==> config.mk <==
export PLATFORM = sky130hd
export DESIGN_NAME = cefh_core_flat
export DESIGN_NICKNAME = d
export VERILOG_FILES = /design/src/logic/cefh_pkg.sv /design/src/logic/cefh_if.sv /design/src/logic/cefh_core.sv /design/src/logic/cefh_err_pulse.sv /design/src/flat_wrapper.sv
export SDC_FILE = /design/constraint.sdc
export NUM_CORES = 1
export LEC_CHECK = 0
export BUFFER_PORTS_ARGS = -buffer_cell sky130_fd_sc_hd__buf_2
export CAP_MARGIN = 10
export CELL_PAD_IN_SITES_DETAIL_PLACEMENT = 0
export CELL_PAD_IN_SITES_GLOBAL_PLACEMENT = 1
export CORE_AREA = 2 2 223 225
export DETAILED_ROUTE_END_ITERATION = 8
export DIE_AREA = 0 0 225 227
export GPL_ROUTABILITY_DRIVEN = 1
export GPL_TIMING_DRIVEN = 0
export PLACE_DENSITY_LB_ADDON = 0.05
export SLEW_MARGIN = 20
export SYNTH_ARGS = -nofsm -noshare
export SYNTH_HDL_FRONTEND = slang
export SYNTH_SLANG_ARGS = --single-unit
==> constraint.sdc <==
create_clock -name clock -period 5.5 [get_ports clock]
set_input_delay 0.825 -clock clock [delete_from_list [all_inputs] [get_ports clock]]
set_output_delay 0.825 -clock clock [all_outputs]
set_load 0.05 [all_outputs]
==> src/logic/cefh_pkg.sv <==
// Package for the error report and function reset handshake block.
// Assumes one user clock domain shared by the core end and the user end.
package cefh_pkg;
	localparam int PF_COUNT = 4;
	localparam int VF_COUNT = 252;
	localparam int VF_INDEX_W = 8;
	localparam int PF_COUNT_W = 2;
	localparam logic [7:0] VF_INDEX_BASE = 8'h04;
	localparam logic [7:0] VF_INDEX_LAST = 8'hff;
	localparam logic [3:0] PF_PENDING_RESET = 4'h0;
	localparam logic [251:0] VF_PENDING_RESET = 252'h0;
	// Configuration request answer codes
	typedef enum logic [1:0] {
		CEFH_CPL_OK = 2'b00,
		CEFH_CPL_RETRY = 2'b01
	} cefh_cpl_type;
	// User end handshake states, Gray from idle to done; the return to idle flips both bits
	typedef enum logic [1:0] {
		CEFH_U_IDLE = 2'b00,
		CEFH_U_WORK = 2'b01,
		CEFH_U_DONE = 2'b11
	} cefh_ustate_type;
endpackage

==> src/logic/cefh_if.sv <==
// Sideband carrier between the core end and the user application end.
// Assumes both ends run on the same clock; no clocking block.
`timescale 1ns/10ps
`default_nettype none
interface cefh_if;
	logic err_fatal_out;
	logic err_nonfatal_out;
	logic err_uncor_in;
	logic [3:0] flr_done;
	logic [3:0] flr_in_process;
	logic vf_reset_done;
	logic [7:0] vf_reset_done_index;
	logic [251:0] vf_reset_pending;
	// Core end
	modport core (
		output err_fatal_out,
		output err_nonfatal_out,
		input err_uncor_in,
		input flr_done,
		output flr_in_process,
		input vf_reset_done,
		input vf_reset_done_index,
		output vf_reset_pending
	);
	// User application end
	modport user (
		input err_fatal_out,
		input err_nonfatal_out,
		output err_uncor_in,
		output flr_done,
		input flr_in_process,
		output vf_reset_done,
		output vf_reset_done_index,
		input vf_reset_pending
	);
endinterface
`default_nettype wire

==> src/logic/cefh_core.sv <==
// Core end: error outputs, internal error intake, function reset pending flags.
// Assumes the configuration decoder supplies reset starts and request targets
// on the same clock; the user end sits on the other side of cefh_if.
`timescale 1ns/10ps
`default_nettype none
module cefh_core (
	// Clock and reset
	input wire logic clock,
	input wire logic arst_n,
	// Mode and masking
	input wire logic root_port_mode,
	input wire logic fatal_report_en,
	input wire logic nonfatal_report_en,
	input wire logic [3:0] pf_enabled,
	// Errors detected by the core, per function
	input wire logic [3:0] pf_fatal_detect,
	input wire logic [3:0] pf_nonfatal_detect,
	input wire logic remote_err_msg,
	// Uncorrectable internal error reporting
	input wire logic [3:0] aer_msg_en,
	output logic [3:0] uncor_internal_status,
	output logic uncor_msg_send,
	// Function reset starts from configuration space
	input wire logic [3:0] pf_reset_start,
	input wire logic [251:0] vf_reset_start,
	// Configuration request target
	input wire logic cfg_req_valid,
	input wire logic cfg_req_is_vf,
	input wire logic [7:0] cfg_req_func,
	output cefh_pkg::cefh_cpl_type cfg_req_answer,
	// User side
	cefh_if.core link
);
	// Error status and outputs
	logic [3:0] fatal_stat_ff;
	logic [3:0] nonfatal_stat_ff;
	logic [3:0] nxt_fatal_stat;
	logic [3:0] nxt_nonfatal_stat;
	logic ep_fatal_lvl;
	logic ep_nonfatal_lvl;
	logic ep_fatal_pulse;
	logic ep_nonfatal_pulse;
	logic rp_fatal_lvl;
	logic rp_nonfatal_lvl;
	logic nxt_fatal_out;
	logic nxt_nonfatal_out;
	logic fatal_out_ff;
	logic nonfatal_out_ff;
	// Internal error status and message
	logic [3:0] uncor_stat_ff;
	logic [3:0] nxt_uncor_stat;
	logic uncor_msg_allowed;
	logic nxt_msg;
	logic msg_ff;
	// Function reset pending flags
	logic [3:0] pf_pend_ff;
	logic [251:0] vf_pend_ff;
	logic [3:0] nxt_pf_pend;
	logic [251:0] nxt_vf_pend;
	logic [251:0] vf_done_mask;
	logic vf_done_hit;
	logic vf_index_ok;
	logic [7:0] vf_bit;
	// Configuration request lookup
	logic pf_req_hit;
	logic vf_req_hit;
	logic req_pending;

	// Unmasked local detects accumulate in each enabled function's status;
	// remote error messages never feed these, so they reach no output
	assign nxt_fatal_stat = fatal_stat_ff | (pf_fatal_detect & pf_enabled
		& {4{fatal_report_en}});
	assign nxt_nonfatal_stat = nonfatal_stat_ff | (pf_nonfatal_detect & pf_enabled
		& {4{nonfatal_report_en}});
	assign ep_fatal_lvl = |nxt_fatal_stat;
	assign ep_nonfatal_lvl = |nxt_nonfatal_stat;

	// Pulse shapers: the OR stays high while status is held, output pulses once
	cefh_err_pulse u_fatal_pulse (
		.clock(clock),
		.arst_n(arst_n),
		.level(ep_fatal_lvl),
		.pulse(ep_fatal_pulse)
	);
	cefh_err_pulse u_nonfatal_pulse (
		.clock(clock),
		.arst_n(arst_n),
		.level(ep_nonfatal_lvl),
		.pulse(ep_nonfatal_pulse)
	);

	// Root port follows each local unmasked detect, with no sticky status;
	// it reports every detect cycle, not just the first since reset
	assign rp_fatal_lvl = fatal_report_en & (|(pf_fatal_detect & pf_enabled));
	assign rp_nonfatal_lvl = nonfatal_report_en & (|(pf_nonfatal_detect & pf_enabled));
	// Mode picks the source ahead of the flops, so both modes share one output path
	assign nxt_fatal_out = root_port_mode ? rp_fatal_lvl : ep_fatal_pulse;
	assign nxt_nonfatal_out = root_port_mode ? rp_nonfatal_lvl : ep_nonfatal_pulse;

	// Sticky per-function status; only reset clears it, as no clear path exists
	always_ff @(posedge clock or negedge arst_n) begin
		if (!arst_n) begin
			fatal_stat_ff <= 4'h0;
			nonfatal_stat_ff <= 4'h0;
		end else begin
			fatal_stat_ff <= nxt_fatal_stat;
			nonfatal_stat_ff <= nxt_nonfatal_stat;
		end
	end

	// Error outputs leave from flops, one cycle after the detect
	always_ff @(posedge clock or negedge arst_n) begin
		if (!arst_n) begin
			fatal_out_ff <= 1'b0;
			nonfatal_out_ff <= 1'b0;
		end else begin
			fatal_out_ff <= nxt_fatal_out;
			nonfatal_out_ff <= nxt_nonfatal_out;
		end
	end
	assign link.err_fatal_out = fatal_out_ff;
	assign link.err_nonfatal_out = nonfatal_out_ff;

	// Internal error is not function-specific: all enabled functions flag it.
	// The single-cycle input shape is relied on; a held level keeps sending.
	assign nxt_uncor_stat = uncor_stat_ff | ({4{link.err_uncor_in}} & pf_enabled);
	// One message for the event if any enabled function allows sending
	assign uncor_msg_allowed = |(aer_msg_en & pf_enabled);
	assign nxt_msg = link.err_uncor_in & uncor_msg_allowed;

	// Internal error status and message flops
	always_ff @(posedge clock or negedge arst_n) begin
		if (!arst_n) begin
			uncor_stat_ff <= 4'h0;
			msg_ff <= 1'b0;
		end else begin
			uncor_stat_ff <= nxt_uncor_stat;
			msg_ff <= nxt_msg;
		end
	end
	assign uncor_internal_status = uncor_stat_ff;
	assign uncor_msg_send = msg_ff;

	// Physical function pending: start sets, done clears; start wins a tie.
	// A done bit on a function that is not pending changes nothing.
	assign nxt_pf_pend = (pf_pend_ff & ~link.flr_done) | pf_reset_start;

	// Index 04h maps to bit 0; reserved indices clear nothing
	assign vf_index_ok = link.vf_reset_done_index >= cefh_pkg::VF_INDEX_BASE;
	assign vf_bit = link.vf_reset_done_index - cefh_pkg::VF_INDEX_BASE;
	// Gate on the range so a reserved index selects an all-zero mask
	assign vf_done_hit = link.vf_reset_done && vf_index_ok;
	assign vf_done_mask = vf_done_hit ? (252'h1 << vf_bit) : 252'h0;
	// Start wins a tie with done, so a fresh reset is never lost
	assign nxt_vf_pend = (vf_pend_ff & ~vf_done_mask) | vf_reset_start;

	// Physical pending flags are flops so the user sees a stable level
	always_ff @(posedge clock or negedge arst_n) begin
		if (!arst_n) begin
			pf_pend_ff <= cefh_pkg::PF_PENDING_RESET;
		end else begin
			pf_pend_ff <= nxt_pf_pend;
		end
	end
	assign link.flr_in_process = pf_pend_ff;

	// Virtual pending flags, kept apart as they form the wide bank
	always_ff @(posedge clock or negedge arst_n) begin
		if (!arst_n) begin
			vf_pend_ff <= cefh_pkg::VF_PENDING_RESET;
		end else begin
			vf_pend_ff <= nxt_vf_pend;
		end
	end
	assign link.vf_reset_pending = vf_pend_ff;

	// Retry while the target's pending flag stands; cleared flag resumes service.
	// Out-of-range function numbers never match, so they are served normally.
	assign pf_req_hit = (cfg_req_func < 8'(cefh_pkg::PF_COUNT))
		&& pf_pend_ff[cfg_req_func[1:0]];
	assign vf_req_hit = (cfg_req_func < 8'(cefh_pkg::VF_COUNT))
		&& vf_pend_ff[cfg_req_func];
	assign req_pending = cfg_req_is_vf ? vf_req_hit : pf_req_hit;
	assign cfg_req_answer = (cfg_req_valid && req_pending)
		? cefh_pkg::CEFH_CPL_RETRY : cefh_pkg::CEFH_CPL_OK;

	// Remote messages are routed to the message interface elsewhere
	logic unused_remote;
	assign unused_remote = remote_err_msg;
endmodule
`default_nettype wire

==> src/logic/cefh_err_pulse.sv <==
// One-cycle pulse from a rising error level, used per error class.
// Assumes its input is formed on the same clock.
`timescale 1ns/10ps
`default_nettype none
module cefh_err_pulse (
	// Clock and reset
	input wire logic clock,
	input wire logic arst_n,
	// Level in, pulse out
	input wire logic level,
	output logic pulse
);
	logic seen_ff;
	// Edge memory so a held status gives one pulse only
	always_ff @(posedge clock or negedge arst_n) begin
		if (!arst_n) begin
			seen_ff <= 1'b0;
		end else begin
			seen_ff <= level;
		end
	end
	assign pulse = level & ~seen_ff;
endmodule
`default_nettype wire

==> src/flat_wrapper.sv <==
// flat-port wrapper written by rule: the top's interface ports become plain ports
module cefh_core_flat 
  (clock, arst_n, root_port_mode, fatal_report_en, nonfatal_report_en, pf_enabled, pf_fatal_detect, pf_nonfatal_detect, remote_err_msg, aer_msg_en, uncor_internal_status, uncor_msg_send, pf_reset_start, vf_reset_start, cfg_req_valid, cfg_req_is_vf, cfg_req_func, cfg_req_answer, link_err_fatal_out, link_err_nonfatal_out, link_err_uncor_in, link_flr_done, link_flr_in_process, link_vf_reset_done, link_vf_reset_done_index, link_vf_reset_pending);
  cefh_if link_i ();
  input wire logic clock;
  input wire logic arst_n;
  input wire logic root_port_mode;
  input wire logic fatal_report_en;
  input wire logic nonfatal_report_en;
  input wire logic [3:0] pf_enabled;
  input wire logic [3:0] pf_fatal_detect;
  input wire logic [3:0] pf_nonfatal_detect;
  input wire logic remote_err_msg;
  input wire logic [3:0] aer_msg_en;
  output logic [3:0] uncor_internal_status;
  output logic uncor_msg_send;
  input wire logic [3:0] pf_reset_start;
  input wire logic [251:0] vf_reset_start;
  input wire logic cfg_req_valid;
  input wire logic cfg_req_is_vf;
  input wire logic [7:0] cfg_req_func;
  output cefh_pkg::cefh_cpl_type cfg_req_answer;
  output wire logic [$bits(link_i.err_fatal_out)-1:0] link_err_fatal_out;
  output wire logic [$bits(link_i.err_nonfatal_out)-1:0] link_err_nonfatal_out;
  input wire logic [$bits(link_i.err_uncor_in)-1:0] link_err_uncor_in;
  input wire logic [$bits(link_i.flr_done)-1:0] link_flr_done;
  output wire logic [$bits(link_i.flr_in_process)-1:0] link_flr_in_process;
  input wire logic [$bits(link_i.vf_reset_done)-1:0] link_vf_reset_done;
  input wire logic [$bits(link_i.vf_reset_done_index)-1:0] link_vf_reset_done_index;
  output wire logic [$bits(link_i.vf_reset_pending)-1:0] link_vf_reset_pending;
  assign link_err_fatal_out = link_i.err_fatal_out;
  assign link_err_nonfatal_out = link_i.err_nonfatal_out;
  assign link_i.err_uncor_in = link_err_uncor_in;
  assign link_i.flr_done = link_flr_done;
  assign link_flr_in_process = link_i.flr_in_process;
  assign link_i.vf_reset_done = link_vf_reset_done;
  assign link_i.vf_reset_done_index = link_vf_reset_done_index;
  assign link_vf_reset_pending = link_i.vf_reset_pending;
  cefh_core u_core (.clock(clock), .arst_n(arst_n), .root_port_mode(root_port_mode), .fatal_report_en(fatal_report_en), .nonfatal_report_en(nonfatal_report_en), .pf_enabled(pf_enabled), .pf_fatal_detect(pf_fatal_detect), .pf_nonfatal_detect(pf_nonfatal_detect), .remote_err_msg(remote_err_msg), .aer_msg_en(aer_msg_en), .uncor_internal_status(uncor_internal_status), .uncor_msg_send(uncor_msg_send), .pf_reset_start(pf_reset_start), .vf_reset_start(vf_reset_start), .cfg_req_valid(cfg_req_valid), .cfg_req_is_vf(cfg_req_is_vf), .cfg_req_func(cfg_req_func), .cfg_req_answer(cfg_req_answer), .link(link_i));
endmodule
Word-level counts from Yosys, hierarchy flattened
Cells that the tools add are included.
{"block": "totals", "regBits": 273, "word_cells": 57, "input_bits": 302, "output_inout_bits": 265, "mem_count": 0, "ramBits": 0, "mem_bits_ro": 0, "latch_bits": 0}
{"block": "classes", "div": 0, "bitwise_logic": 22, "reduce_logical": 9, "n_mux": 9, "addsub": 1, "shift": 1, "n_eq_ne": 0, "order_cmp": 5, "n_mul": 0}
{"cell": "bitwise AND 252 bit", "count": 1}
{"cell": "two-way mux 252 bit", "count": 1}
{"cell": "inverter 252 bit", "count": 1}
{"cell": "bitwise OR 252 bit", "count": 1}
{"cell": "<< shifter 1 x 8 -> 252 bit, first input constant", "count": 1}
{"cell": "bitwise AND 4 bit", "count": 7}
{"cell": "OR reduction 4 bit", "count": 5}
{"cell": "bitwise OR 4 bit", "count": 4}
{"cell": "< comparator 8 x 9 -> 1 bit, second input constant", "count": 1}
{"cell": "binary-select mux 1 bit (select 8 bit)", "count": 1}
{"cell": ">= comparator 8 x 3 -> 1 bit, second input constant", "count": 1}
{"cell": "< comparator 8 x 3 -> 1 bit, second input constant", "count": 1}
{"cell": "< comparator 8 bit, second input constant", "count": 1}
{"cell": "subtractor 8 x 3 -> 8 bit, second input constant", "count": 1}
{"cell": "two-way mux 1 bit", "count": 6}
{"cell": "bitwise AND 1 bit", "count": 5}
{"cell": "logical AND 1 bit", "count": 4}
{"cell": "inverter 4 bit", "count": 1}
{"cell": "< comparator 2 x 3 -> 1 bit, second input constant", "count": 1}
{"cell": "binary-select mux 1 bit (select 2 bit)", "count": 1}
{"cell": "inverter 1 bit", "count": 2}

Longest topological paths before layout
Gate-level depths: netlist of run 1.
{"block": "logic_depth", "word_depth": 6, "depth_mapped": 11, "mapped_depth_nobuf": 8}

Cells and area by module
A second synthesis of run 1 with hierarchy kept.
{"block": "unflattened", "hier_cells": 1132, "hier_area_um2": 12738.5}
{"module": "cefh_core", "seq_area_each_um2": 6781.5, "instances": 1, "area_per_inst_um2": 12660.9, "cells_each": 1128}
{"module": "cefh_err_pulse", "seq_area_each_um2": 25.0, "instances": 2, "area_per_inst_um2": 38.8, "cells_each": 2}

Least setup slack after synthesis of run 1
OpenSTA, ideal clock, no wires.
{"block": "synth_timing", "kind": "input to output", "startpoint": "input cfg_req_func[1]", "endpoint": "output cfg_req_answer[0]", "cell_stages": 9, "n_path_buf": 4, "path_slack_ns": 1.544, "arrival_time_ns": 3.131, "required_ns": 4.675, "cell_sequence": "buf_4 -> buf_2 -> buf_2 -> buf_2 -> mux4_2 -> mux2i_1 -> o211ai_1 -> nand3_1 -> a41oi_1"}
{"block": "synth_via", "elab_chain_len": 6, "elab_cells_between_ends": 11, "classes_between": "order compare (2); mux (6); reduce/logical (3)"}
{"item": "from (decl)", "line_no": "flat_wrapper.sv:21", "text": "input wire logic [7:0] cfg_req_func;"}
{"item": "binary-select mux 1 bit (select 8 bit) or binary-select mux 1 bit (select 2 bit) (tied branches)", "line_no": "cefh_core.sv:182, cefh_core.sv:180"}
{"item": "two-way mux 1 bit, on equally long branches", "line_no": "cefh_core.sv:182, cefh_core.sv:180"}
{"item": "logical AND 1 bit, on equally long branches", "line_no": "cefh_core.sv:182, cefh_core.sv:180"}
{"item": "two-way mux 1 bit *", "line_no": "cefh_core.sv:183", "text": "assign req_pending = cfg_req_is_vf ? vf_req_hit : pf_req_hit;"}
{"item": "logical AND 1 bit *", "line_no": "cefh_core.sv:184", "text": "assign cfg_req_answer = (cfg_req_valid && req_pending)"}
{"item": "two-way mux 1 bit *", "line_no": "cefh_core.sv:185", "text": "? cefh_pkg::CEFH_CPL_RETRY : cefh_pkg::CEFH_CPL_OK;"}
{"item": "to (decl)", "line_no": "flat_wrapper.sv:22", "text": "output cefh_pkg::cefh_cpl_type cfg_req_answer;"}
Mark *: on every way between the ends. The rest lies on a longest branch, timed or not. The select of a mux whose other input is x is not followed.

Worst setup path after layout of run 1
Same ends and word-level chain as after synthesis.

==> impl_metrics.env, run 1 <==
export IMPL_status="finished, final reports clean"
export IMPL_comb_power_share_pct=9.4
export IMPL_hold_viol_final=0
export IMPL_p_int_mw=3.61
export IMPL_ctsLongestPathBuffers=3
export IMPL_drt_iter0_drc=613
export IMPL_hpwl_mm=53.0
export IMPL_cts_sinks=273
export IMPL_power_density_mw_per_mm2=272
export IMPL_cts_inserted_buffers=35
export IMPL_power_leakage_nw=6.30
export IMPL_path_clk_slew_ps=60
export IMPL_slowest_delay_ps=730
export IMPL_synth_top_family_by_area="compound AO/OA/AOI/OAI gates"
export IMPL_synth_top_area_share_pct=53.0
export IMPL_grt_max_degree=88
export IMPL_grt_pass1_wl_mm=93.6
export IMPL_area_growth_pct=38.1
export IMPL_numPortBuffers=560
export IMPL_synth_ff_type="dfrtp_1"
export IMPL_grt_pass1_vias=12512
export IMPL_synthAdderAreaFrac_pct=0.194
export IMPL_worstSkewPairLatency_ps=540
export IMPL_switching_share_pct=25.5
export IMPL_ys_seq_area_share_pct=53.0
export IMPL_cts_setup_buffers=0
export IMPL_final_area_mm2=0.0178
export IMPL_syn_area_mm2=0.0129
export IMPL_tightest_slew_ps=1240
export IMPL_clock_skew_final_ps=4.01
export IMPL_place_area_mm2=0.0166
export IMPL_wl_per_cell_um=28.1
export IMPL_cts_resized=0
export IMPL_hp_class="input port to asynchronous set/reset pin"
export IMPL_drcViolationCount=0
export IMPL_switchingPower_mw=1.24
export IMPL_htreeDepth=2
export IMPL_first_pass_iters=5
export IMPL_tns_ps=0
export IMPL_holdBufCountCts=0
export IMPL_ys_ff_latch=273
export IMPL_crit_required_ps=4680
export IMPL_yosysMostFrequentCell="dfrtp_1"
export IMPL_ios=567
export IMPL_initial_core_util_pct=26.6
export IMPL_slew_headroom_pct=17.0
export IMPL_drive_gt1_share_pct=41.6
export IMPL_rsz0062_at_grt="no"
export IMPL_via_per_inst=4.92
export IMPL_fill_cells=5150
export IMPL_reg2reg_depth=3
export IMPL_crit_chain="buf_4 > buf_2 > buf_2 > mux4_2 > nor3b_1 > o41ai_1 > a22oi_1 > a2bb2oi_1 > a41oi_1 > buf_2"
export IMPL_critPathTopFamily="buffers and inverters"
export IMPL_grt_overflow=0
export IMPL_globalplace_congestion=0.817
export IMPL_antenna_found_initial=21
export IMPL_clockPowerShare_pct=48.9
export IMPL_drt_total_wl_mm=67.4
export IMPL_row_count=81
export IMPL_setup_viol=0
export IMPL_crit_top_cell="buf_2"
export IMPL_synth_largest_area_cell="dfrtp_1"
export IMPL_dieArea_mm2=0.0511
export IMPL_clockRootBuffer="clkbuf_16"
export IMPL_p_seq_share_pct=41.8
export IMPL_layout_nets=2050
export IMPL_die_h_um=227
export IMPL_synth_fp_nets=1448
export IMPL_crit_path_max_fanout=10
export IMPL_synth_area_top_cells="dfrtp_1 53%, a21o_1 15%, mux4_2 12%"
export IMPL_coreArea_mm2=0.0485
export IMPL_fmax_mhz=194
export IMPL_synth_cells=1144
export IMPL_worst_path_stages=10
export IMPL_slew_violations=0
export IMPL_synth_top_cells_by_count="273 x dfrtp_1, 268 x nand2_1, 261 x a21o_1, 67 x mux4_2, 62 x nor2_1"
export IMPL_ant_nets=0
export IMPL_grt_usage_pct=26.1
export IMPL_vias=11812
export IMPL_cts_tree="yes"
export IMPL_ir_drop_mv=0.192
export IMPL_worst_setup_path_type="input port to primary output"
export IMPL_cap_violations=0
export IMPL_utilization_pct=36.7
export IMPL_yosys_warnings=0
export IMPL_post_route_min_period_ps=5140
export IMPL_synth_compound_area_share_pct=18.1
export IMPL_crit_path_end_kind="primary output"
export IMPL_critPathBufInv=4
export IMPL_synthDistinctLibCells=47
export IMPL_finalCritPeriodShare_pct=93.5
export IMPL_syn_avg_cell_area_um2=11.3
export IMPL_die_w_um=225
export IMPL_critPathLaunchType="input port"
export IMPL_cp_slowest_cell="o41ai_1"
export IMPL_synth_xor_area_share_pct=0.0679
export IMPL_critPathArrivalTime_ps=4320
export IMPL_synth_edf_count=0
export IMPL_synthSimpleGateAreaFrac_pct=12.8
export IMPL_async_flop_share_pct=100
export IMPL_synth_mux_area_share_pct=12.9
## placed cells by master, fill, tap and decap left out, drive strengths merged, types with 4 or more instances in the layout
| cell type | instances |
|---|---|
| a21o | 261 |
| a22oi | 10 |
| a31oi | 11 |
| and3b | 4 |
| buf | 602 |
| clkbuf | 79 |
| clkinv | 4 |
| dfrtp | 273 |
| diode | 7 |
| inv | 18 |
| mux2 | 8 |
| mux2i | 7 |
| mux4 | 67 |
| nand2 | 268 |
| nand2b | 5 |
| nand3 | 8 |
| nand4 | 5 |
| nor2 | 62 |
| nor2b | 9 |
| nor3 | 15 |
| nor3b | 4 |
| nor4 | 6 |
| o21ai | 5 |
## flip-flops by register name, summed over array words and instances, names as in the netlist
register and flops:
u_core.link.vf_reset_pending 252, u_core.link.flr_in_process 4, u_core.u_nonfatal_pulse.seen_ff 1, u_core.nonfatal_stat_ff 4, u_core.uncor_internal_status 4, u_core.link.err_fatal_out 1, u_core.fatal_stat_ff 4, u_core.link.err_nonfatal_out 1
u_core.uncor_msg_send 1, u_core.u_fatal_pulse.seen_ff 1
## kinds of logic after synthesis
family,Yosys count
adder cells (fa/ha/maj),2
other,1
multiplexers,82
AND/OR/NAND/NOR,394
AO/OA/AOI/OAI,313
flip-flops,273
buffers and inverters,78
XOR/XNOR,1
## power groups by stage
stage	clock network (mW)	logic, mW	registers, mW
4_1_cts	2.43	0.463	2.02
3_3_place_gp	0	0.452	2.06
6_report	2.37	0.454	2.02
2_1_floorplan	0	0.149	2.09
5_1_grt	2.50	0.492	2.02
3_5_place_dp	0	0.462	2.06
## path summary, 6_finish.rpt
path / start / to / slack [ps]
setup / recovery: cfg_req_func[1] / cfg_req_answer[0] / 360
hold / removal: arst_n / u_core.link.vf_reset_pending[51]$_DFF_PN0_ / 200
setup reg to reg: u_core.nonfatal_stat_ff[2]$_DFF_PN0_ / u_core.link.err_nonfatal_out$_DFF_PN0_ / 4440
hold reg to reg: u_core.fatal_stat_ff[1]$_DFF_PN0_ / u_core.fatal_stat_ff[1]$_DFF_PN0_ / 440
max in group asynchronous: arst_n / u_core.link.vf_reset_pending[236]$_DFF_PN0_ / 4110
min in group clock: u_core.fatal_stat_ff[1]$_DFF_PN0_ / u_core.fatal_stat_ff[1]$_DFF_PN0_ / 440
## metal layers
metal	up-vias	GRT usage [%]	routed length, µm	part of all wire, %
met1	5996	32.5	27600	41
met4	28	5.32	1170	1.7
met3	94	7.86	5130	7.6
met2	411	44.9	33300	49
li1	5283	-	-	-
met5	-	0	179	0.27
## area by class of cell
type / instances / area (µm²) / area share [%]
flip-flops and latches: 273 / 6830 / 38.4
well taps: 622 / 778 / 4.37
clock inverters: 5 / 53.8 / 0.302
repair buffers: 565 / 2910 / 16.4
plain buffers: 60 / 300 / 1.69
inverters: 18 / 67.6 / 0.380
diodes: 7 / 17.5 / 0.0984
multi-input cells: 793 / 5720 / 32.1
clock buffers: 56 / 1120 / 6.28
## through the flow
stage | total power [mW] | worst slack [ps] | hold slack, ps | cells
3_5_place_dp | 2.52 | 332 | 433 | 2330
6_report | 4.84 | 357 | 197 | 2399
5_1_grt | 5.02 | 179 | 210 | 2395
3_3_place_gp | 2.51 | -2300 | 428 | 2326
4_1_cts | 4.92 | 319 | 195 | 2391
2_1_floorplan | 2.24 | 1540 | 413 | 1144
## worst register-to-register path: stages, from the launching register on
cell,delay (ps)
dfrtp_1,360
a31oi_1,200
nand4_1,160
a32o_1,230
(Power assumes the default switching activity.)
==> run 2, diff against run 1 <==
--- a/config.mk
+++ b/config.mk
@@ -15,6 +15,7 @@
 export GPL_ROUTABILITY_DRIVEN = 1
 export GPL_TIMING_DRIVEN = 0
 export PLACE_DENSITY_LB_ADDON = 0.05
+export REMOVE_ABC_BUFFERS = 1
 export SLEW_MARGIN = 20
 export SYNTH_ARGS = -nofsm -noshare
 export SYNTH_HDL_FRONTEND = slang
==> impl_metrics.env, run 2 (same netlist as run 1, synthesis figures left out) <==
export IMPL_row_count=81
export IMPL_power_leakage_nw=6.30
export IMPL_crit_required_ps=4680
export IMPL_grt_pass1_wl_mm=88.3
export IMPL_finalCritPeriodShare_pct=80.5
export IMPL_slew_violations=0
export IMPL_place_area_mm2=0.0166
export IMPL_setup_viol=0
export IMPL_largest_reg_flops=252
export IMPL_tns_ps=0
export IMPL_ir_drop_mv=0.200
export IMPL_reg2reg_depth=3
export IMPL_numPortBuffers=564
export IMPL_fmax_mhz=226
export IMPL_status="finished, final reports clean"
export IMPL_vias=11545
export IMPL_hold_viol_final=0
export IMPL_most_common_layout_cells="568 x buf_2, 273 x dfrtp_1, 268 x nand2_1, 261 x a21o_1, 67 x mux4_2"
export IMPL_clockRootBuffer="clkbuf_16"
export IMPL_area_growth_pct=38.3
export IMPL_stdcell_count=2375
export IMPL_antenna_found_initial=23
export IMPL_holdBufCountCts=0
export IMPL_post_route_min_period_ps=4430
export IMPL_first_pass_iters=4
export IMPL_die_w_um=225
export IMPL_reg2reg_to="u_core.link.err_nonfatal_out$_DFF_PN0_"
export IMPL_hp_class="input port to asynchronous set/reset pin"
export IMPL_path_clk_slew_ps=50
export IMPL_coreArea_mm2=0.0485
export IMPL_layout_nets=2028
export IMPL_grt_overflow=0
export IMPL_ios=567
export IMPL_cts_sinks=273
export IMPL_cts_tree="yes"
export IMPL_layout_commonest_cell="buf_2"
export IMPL_hold_slack_ps=232
export IMPL_cts_setup_buffers=0
export IMPL_htreeDepth=2
export IMPL_globalplace_congestion=0.802
export IMPL_cp_endpoint="cfg_req_answer[0]"
export IMPL_grt_max_degree=88
export IMPL_r2r_slack_ps=4430
export IMPL_drt_iter0_drc=555
export IMPL_final_area_mm2=0.0178
export IMPL_via_per_inst=4.86
export IMPL_rsz0062_at_grt="no"
export IMPL_ctsLongestPathBuffers=3
export IMPL_slew_headroom_pct=27.8
export IMPL_cts_inserted_buffers=36
export IMPL_ant_nets=0
export IMPL_worstSkewPairLatency_ps=550
export IMPL_dieArea_mm2=0.0511
export IMPL_crit_path_max_fanout=33
export IMPL_fill_cells=5076
export IMPL_cts_resized=0
export IMPL_drcViolationCount=0
export IMPL_worst_setup_path_type="input port to primary output"
export IMPL_die_h_um=227
export IMPL_drive_gt1_share_pct=42.2
export IMPL_critPathArrivalTime_ps=3600
export IMPL_crit_path_end_kind="primary output"
export IMPL_place_inst=2308
export IMPL_wl_per_cell_um=26.2
export IMPL_power_density_mw_per_mm2=271
export IMPL_power_mw=4.82
export IMPL_hpwl_mm=49.0
export IMPL_grt_pass1_vias=12232
export IMPL_rr_startpoint="u_core.nonfatal_stat_ff[2]$_DFF_PN0_"
export IMPL_drt_total_wl_mm=62.3
export IMPL_critPathLaunchType="input port"
export IMPL_clock_skew_final_ps=4.85
export IMPL_setup_worst_path_start="cfg_req_func[0]"
export IMPL_tightest_slew_ps=1070
export IMPL_cap_violations=0
export IMPL_grt_usage_pct=24.2
export IMPL_initial_core_util_pct=26.6
## run 2: changes by cell type in the layout (fill, tap and decap cells not counted), sizes merged
cell | before | now
clkinv | 4 | 0
clkbuf | 79 | 58
diode | 7 | 8
## run 2: how the worst min path moves through the flow
stage                     slack, ps                            startpoint                                           to
after floorplan                 410     u_core.fatal_stat_ff[1]$_DFF_PN0_            u_core.fatal_stat_ff[1]$_DFF_PN0_
after global placement          430  u_core.nonfatal_stat_ff[0]$_DFF_PN0_         u_core.nonfatal_stat_ff[0]$_DFF_PN0_
after detailed placement        430  u_core.nonfatal_stat_ff[0]$_DFF_PN0_         u_core.nonfatal_stat_ff[0]$_DFF_PN0_
after CTS                       230                                arst_n  u_core.link.vf_reset_pending[249]$_DFF_PN0_
after global routing            260                                arst_n  u_core.link.vf_reset_pending[249]$_DFF_PN0_
final                           230                                arst_n  u_core.link.vf_reset_pending[249]$_DFF_PN0_
## run 2: metrics by stage
stage | worst slack, ps | utilization, %
after floorplan | -1360 | -
after CTS | 963 | 36.7
after global placement | -7900 | 33.4
after detailed placement | 969 | 34.3
final | 1070 | 36.7
after global routing | 863 | 36.7
## run 2: area by class of cell
type	count	area, µm²	area share, %
Sequential cell	273	6830	38.3
Multi-Input combinational cell	793	5730	32.2
Timing Repair Buffer	602	3240	18.2
Clock buffer	58	1120	6.31
Tap cell	622	778	4.37
Inverter	18	67.6	0.379
Clock inverter	1	30.0	0.168
Antenna cell	8	20.0	0.112
## run 2: critical path: stages
cell and delay (ps):
buf_6 370, buf_16 340, mux4_2 560, mux2_2 340
a221oi_1 400, a22oi_1 150, a2bb2oi_1 170, a41oi_1 120
buf_2 250
## run 2: layer usage
layer  vias up  GRT usage [%]  share of wire (%)
li1       5247              -                  -
met1      5797           29.3                 40
met2       369           41.5                 50
met3       102           7.54                7.5
met4        30           7.24                2.4
met5         -              0               0.29
## run 2: power breakdown
group / internal, mW / switching [mW] / total [mW]
Clock: 1.43 / 0.926 / 2.36
Combinational: 0.163 / 0.280 / 0.443
Sequential: 2.02 / 0.00574 / 2.02
==> run 3, diff against run 2 <==
--- a/config.mk
+++ b/config.mk
@@ -5,13 +5,14 @@
 export SDC_FILE = /design/constraint.sdc
 export NUM_CORES = 1
 export LEC_CHECK = 0
+export ABC_AREA = 1
 export BUFFER_PORTS_ARGS = -buffer_cell sky130_fd_sc_hd__buf_2
 export CAP_MARGIN = 10
 export CELL_PAD_IN_SITES_DETAIL_PLACEMENT = 0
 export CELL_PAD_IN_SITES_GLOBAL_PLACEMENT = 1
-export CORE_AREA = 2 2 223 225
+export CORE_MARGIN = 2
+export CORE_UTILIZATION = 30
 export DETAILED_ROUTE_END_ITERATION = 8
-export DIE_AREA = 0 0 225 227
 export GPL_ROUTABILITY_DRIVEN = 1
 export GPL_TIMING_DRIVEN = 0
 export PLACE_DENSITY_LB_ADDON = 0.05
==> constraint.sdc (replaced) <==
create_clock -name clock -period 4.5 [get_ports clock]
set_input_delay 0.675 -clock clock [delete_from_list [all_inputs] [get_ports clock]]
set_output_delay 0.675 -clock clock [all_outputs]
set_load 0.05 [all_outputs]
==> impl_metrics.env, run 3 <==
export IMPL_syn_area_mm2=0.0149
export IMPL_initial_core_util_pct=30.4
export IMPL_fill_cells=5301
export IMPL_globalplace_congestion=0.816
export IMPL_row_count=81
export IMPL_place_inst=3188
export IMPL_syn_avg_cell_area_um2=7.31
export IMPL_cts_setup_buffers=0
export IMPL_stdcell_count=3266
export IMPL_clockRootBuffer="clkbuf_16"
export IMPL_grt_usage_pct=25.7
export IMPL_slew_headroom_pct=45.1
export IMPL_layout_commonest_cell="buf_2"
export IMPL_critPathTopFamily="simple AND/OR/NAND/NOR gates"
export IMPL_power_density_mw_per_mm2=315
export IMPL_power_leakage_nw=10.4
export IMPL_synth_edf_count=0
export IMPL_fmax_mhz=244
export IMPL_critPathBufInv=3
export IMPL_synth_largest_area_cell="dfrtp_1"
export IMPL_crit_path_max_fanout=19
export IMPL_drive_gt1_share_pct=25.3
export IMPL_grt_max_degree=94
export IMPL_synth_top_cells_by_count="455 x nand2_1, 384 x inv_1, 325 x nor2_1, 273 x dfrtp_1, 218 x o21bai_1"
export IMPL_crit_chain="buf_2 > nand2_1 > clkinv_1 > nand3_1 > nand2_1 > nor2_1 > nand2_1 > nand2_1 > nor2_1 > a21oi_1 > nand2_1 > nor2_1 > a21oi_1 > buf_2"
export IMPL_status="finished, final reports clean"
export IMPL_htreeDepth=2
export IMPL_slew_violations=0
export IMPL_die_h_um=227
export IMPL_slowest_delay_ps=600
export IMPL_via_per_inst=4.61
export IMPL_die_w_um=227
export IMPL_setup_viol=0
export IMPL_area_growth_pct=33.4
export IMPL_synth_ff_type="dfrtp_1"
export IMPL_drcViolationCount=0
export IMPL_cts_inserted_buffers=36
export IMPL_hold_viol_final=0
export IMPL_power_mw=6.24
export IMPL_hold_slack_ps=88.3
export IMPL_largest_reg_flops=252
export IMPL_ys_ff_latch=273
export IMPL_synth_cells=2035
export IMPL_crit_required_ps=3830
export IMPL_yosys_warnings=0
export IMPL_dieArea_mm2=0.0514
export IMPL_synthDistinctLibCells=37
export IMPL_path_clk_slew_ps=50
export IMPL_grt_pass1_wl_mm=96.5
export IMPL_antenna_found_initial=25
export IMPL_crit_top_cell="nand2_1"
export IMPL_fin_ws_ps=405
export IMPL_ctsLongestPathBuffers=3
export IMPL_cts_sinks=273
export IMPL_ir_drop_mv=0.269
export IMPL_wl_per_cell_um=20.6
export IMPL_most_common_layout_cells="561 x buf_2, 453 x nand2_1, 383 x inv_1, 325 x nor2_1, 273 x dfrtp_1"
export IMPL_numPortBuffers=564
export IMPL_post_route_min_period_ps=4100
export IMPL_cts_tree="yes"
export IMPL_critPathArrivalTime_ps=3420
export IMPL_async_flop_share_pct=100
export IMPL_cts_resized=0
export IMPL_yosysMostFrequentCell="nand2_1"
export IMPL_ios=567
export IMPL_worst_setup_path_type="input port to primary output"
export IMPL_ant_nets=0
export IMPL_grt_overflow=0
export IMPL_rsz0062_at_grt="no"
export IMPL_first_pass_iters=5
export IMPL_cp_slowest_cell="clkinv_1"
export IMPL_grt_pass1_vias=15166
export IMPL_cap_violations=0
export IMPL_synth_area_top_cells="dfrtp_1 46%, nand2_1 11%, o21bai_1 11%"
export IMPL_synth_top_area_share_pct=45.9
export IMPL_critPathLaunchType="input port"
export IMPL_layout_nets=2866
export IMPL_worstSkewPairLatency_ps=540
export IMPL_post_place_ws_ps=364
export IMPL_drt_iter0_drc=956
export IMPL_coreArea_mm2=0.0490
export IMPL_holdBufCountCts=0
export IMPL_tns_ps=0
export IMPL_finalCritPeriodShare_pct=91.0
export IMPL_clock_skew_final_ps=2.28
export IMPL_vias=15056
export IMPL_drt_total_wl_mm=67.3
export IMPL_hp_class="input port to asynchronous set/reset pin"
export IMPL_tightest_slew_ps=823
export IMPL_crit_path_end_kind="primary output"
export IMPL_hpwl_mm=50.8
export IMPL_ys_seq_area_share_pct=45.9
==> run 3: cell type report <==
class / count / area (µm²) / area share [%]
multi-input combinational: 1281 / 6190 / 31.2
clock inverter: 13 / 148 / 0.744
tap: 664 / 831 / 4.19
clock buffer: 52 / 1070 / 5.41
antenna: 13 / 32.5 / 0.164
timing repair buffer: 580 / 3250 / 16.4
sequential: 273 / 6830 / 34.4
inverter: 390 / 1480 / 7.44
==> run 3: final timing paths <==
path                                                       from                                     endpoint  slack [ps]  cells past startpoint
max in group asynchronous                                arst_n  u_core.link.vf_reset_pending[205]$_DFF_PN0_        3230                      3
setup reg to reg           u_core.nonfatal_stat_ff[1]$_DFF_PN0_       u_core.link.err_nonfatal_out$_DFF_PN0_        3090                      3
min in group clock                             link_flr_done[0]      u_core.link.flr_in_process[0]$_DFF_PN0_         300                      2
hold / removal                                           arst_n              u_core.uncor_msg_send$_DFF_PN0_          90                      1
setup / recovery                                cfg_req_func[2]                            cfg_req_answer[0]         400                     14
hold reg to reg               u_core.fatal_stat_ff[3]$_DFF_PN0_            u_core.fatal_stat_ff[3]$_DFF_PN0_         460                      1
==> run 3: kinds of logic (layout without fill, tap and decap cells) <==
kind of cell               after synthesis  after routing  share of synthesized area (%)
AOI/OAI and AO/OA                      332            332                           15.5
xor gates and xnor gates                 4              4                          0.337
adders and majority gates                2              2                          0.168
buffers and inverters                  481           1035                           12.8
DFF                                    273            273                           45.9
other                                    1             14                         0.0252
and+or+nand+nor                        942            942                           25.3
==> run 3: where the power goes <==
part / internal (mW) / switching (mW)
clock network: 1.83 / 1.19
logic: 0.253 / 0.495
registers: 2.47 / 0.00654
==> run 3: per-layer routing <==
| layer | vias to the layer above | track usage (%) | part of all wire, % |
|---|---|---|---|
| li1 | 7308 | - | - |
| met1 | 7185 | 32.4 | 42 |
| met2 | 443 | 43.2 | 48 |
| met3 | 92 | 6.60 | 7.0 |
| met4 | 28 | 7.56 | 2.2 |
| met5 | - | 0 | 0.27 |
==> run 3: stage by stage <==
stage / area [µm²] / util (%)
3_5_place_dp: 18600 / 38.0
2_1_floorplan: 14400 / -
5_1_grt: 19800 / 40.5
3_3_place_gp: 18100 / 37.0
4_1_cts: 19800 / 40.5
6_report: 19800 / 40.5
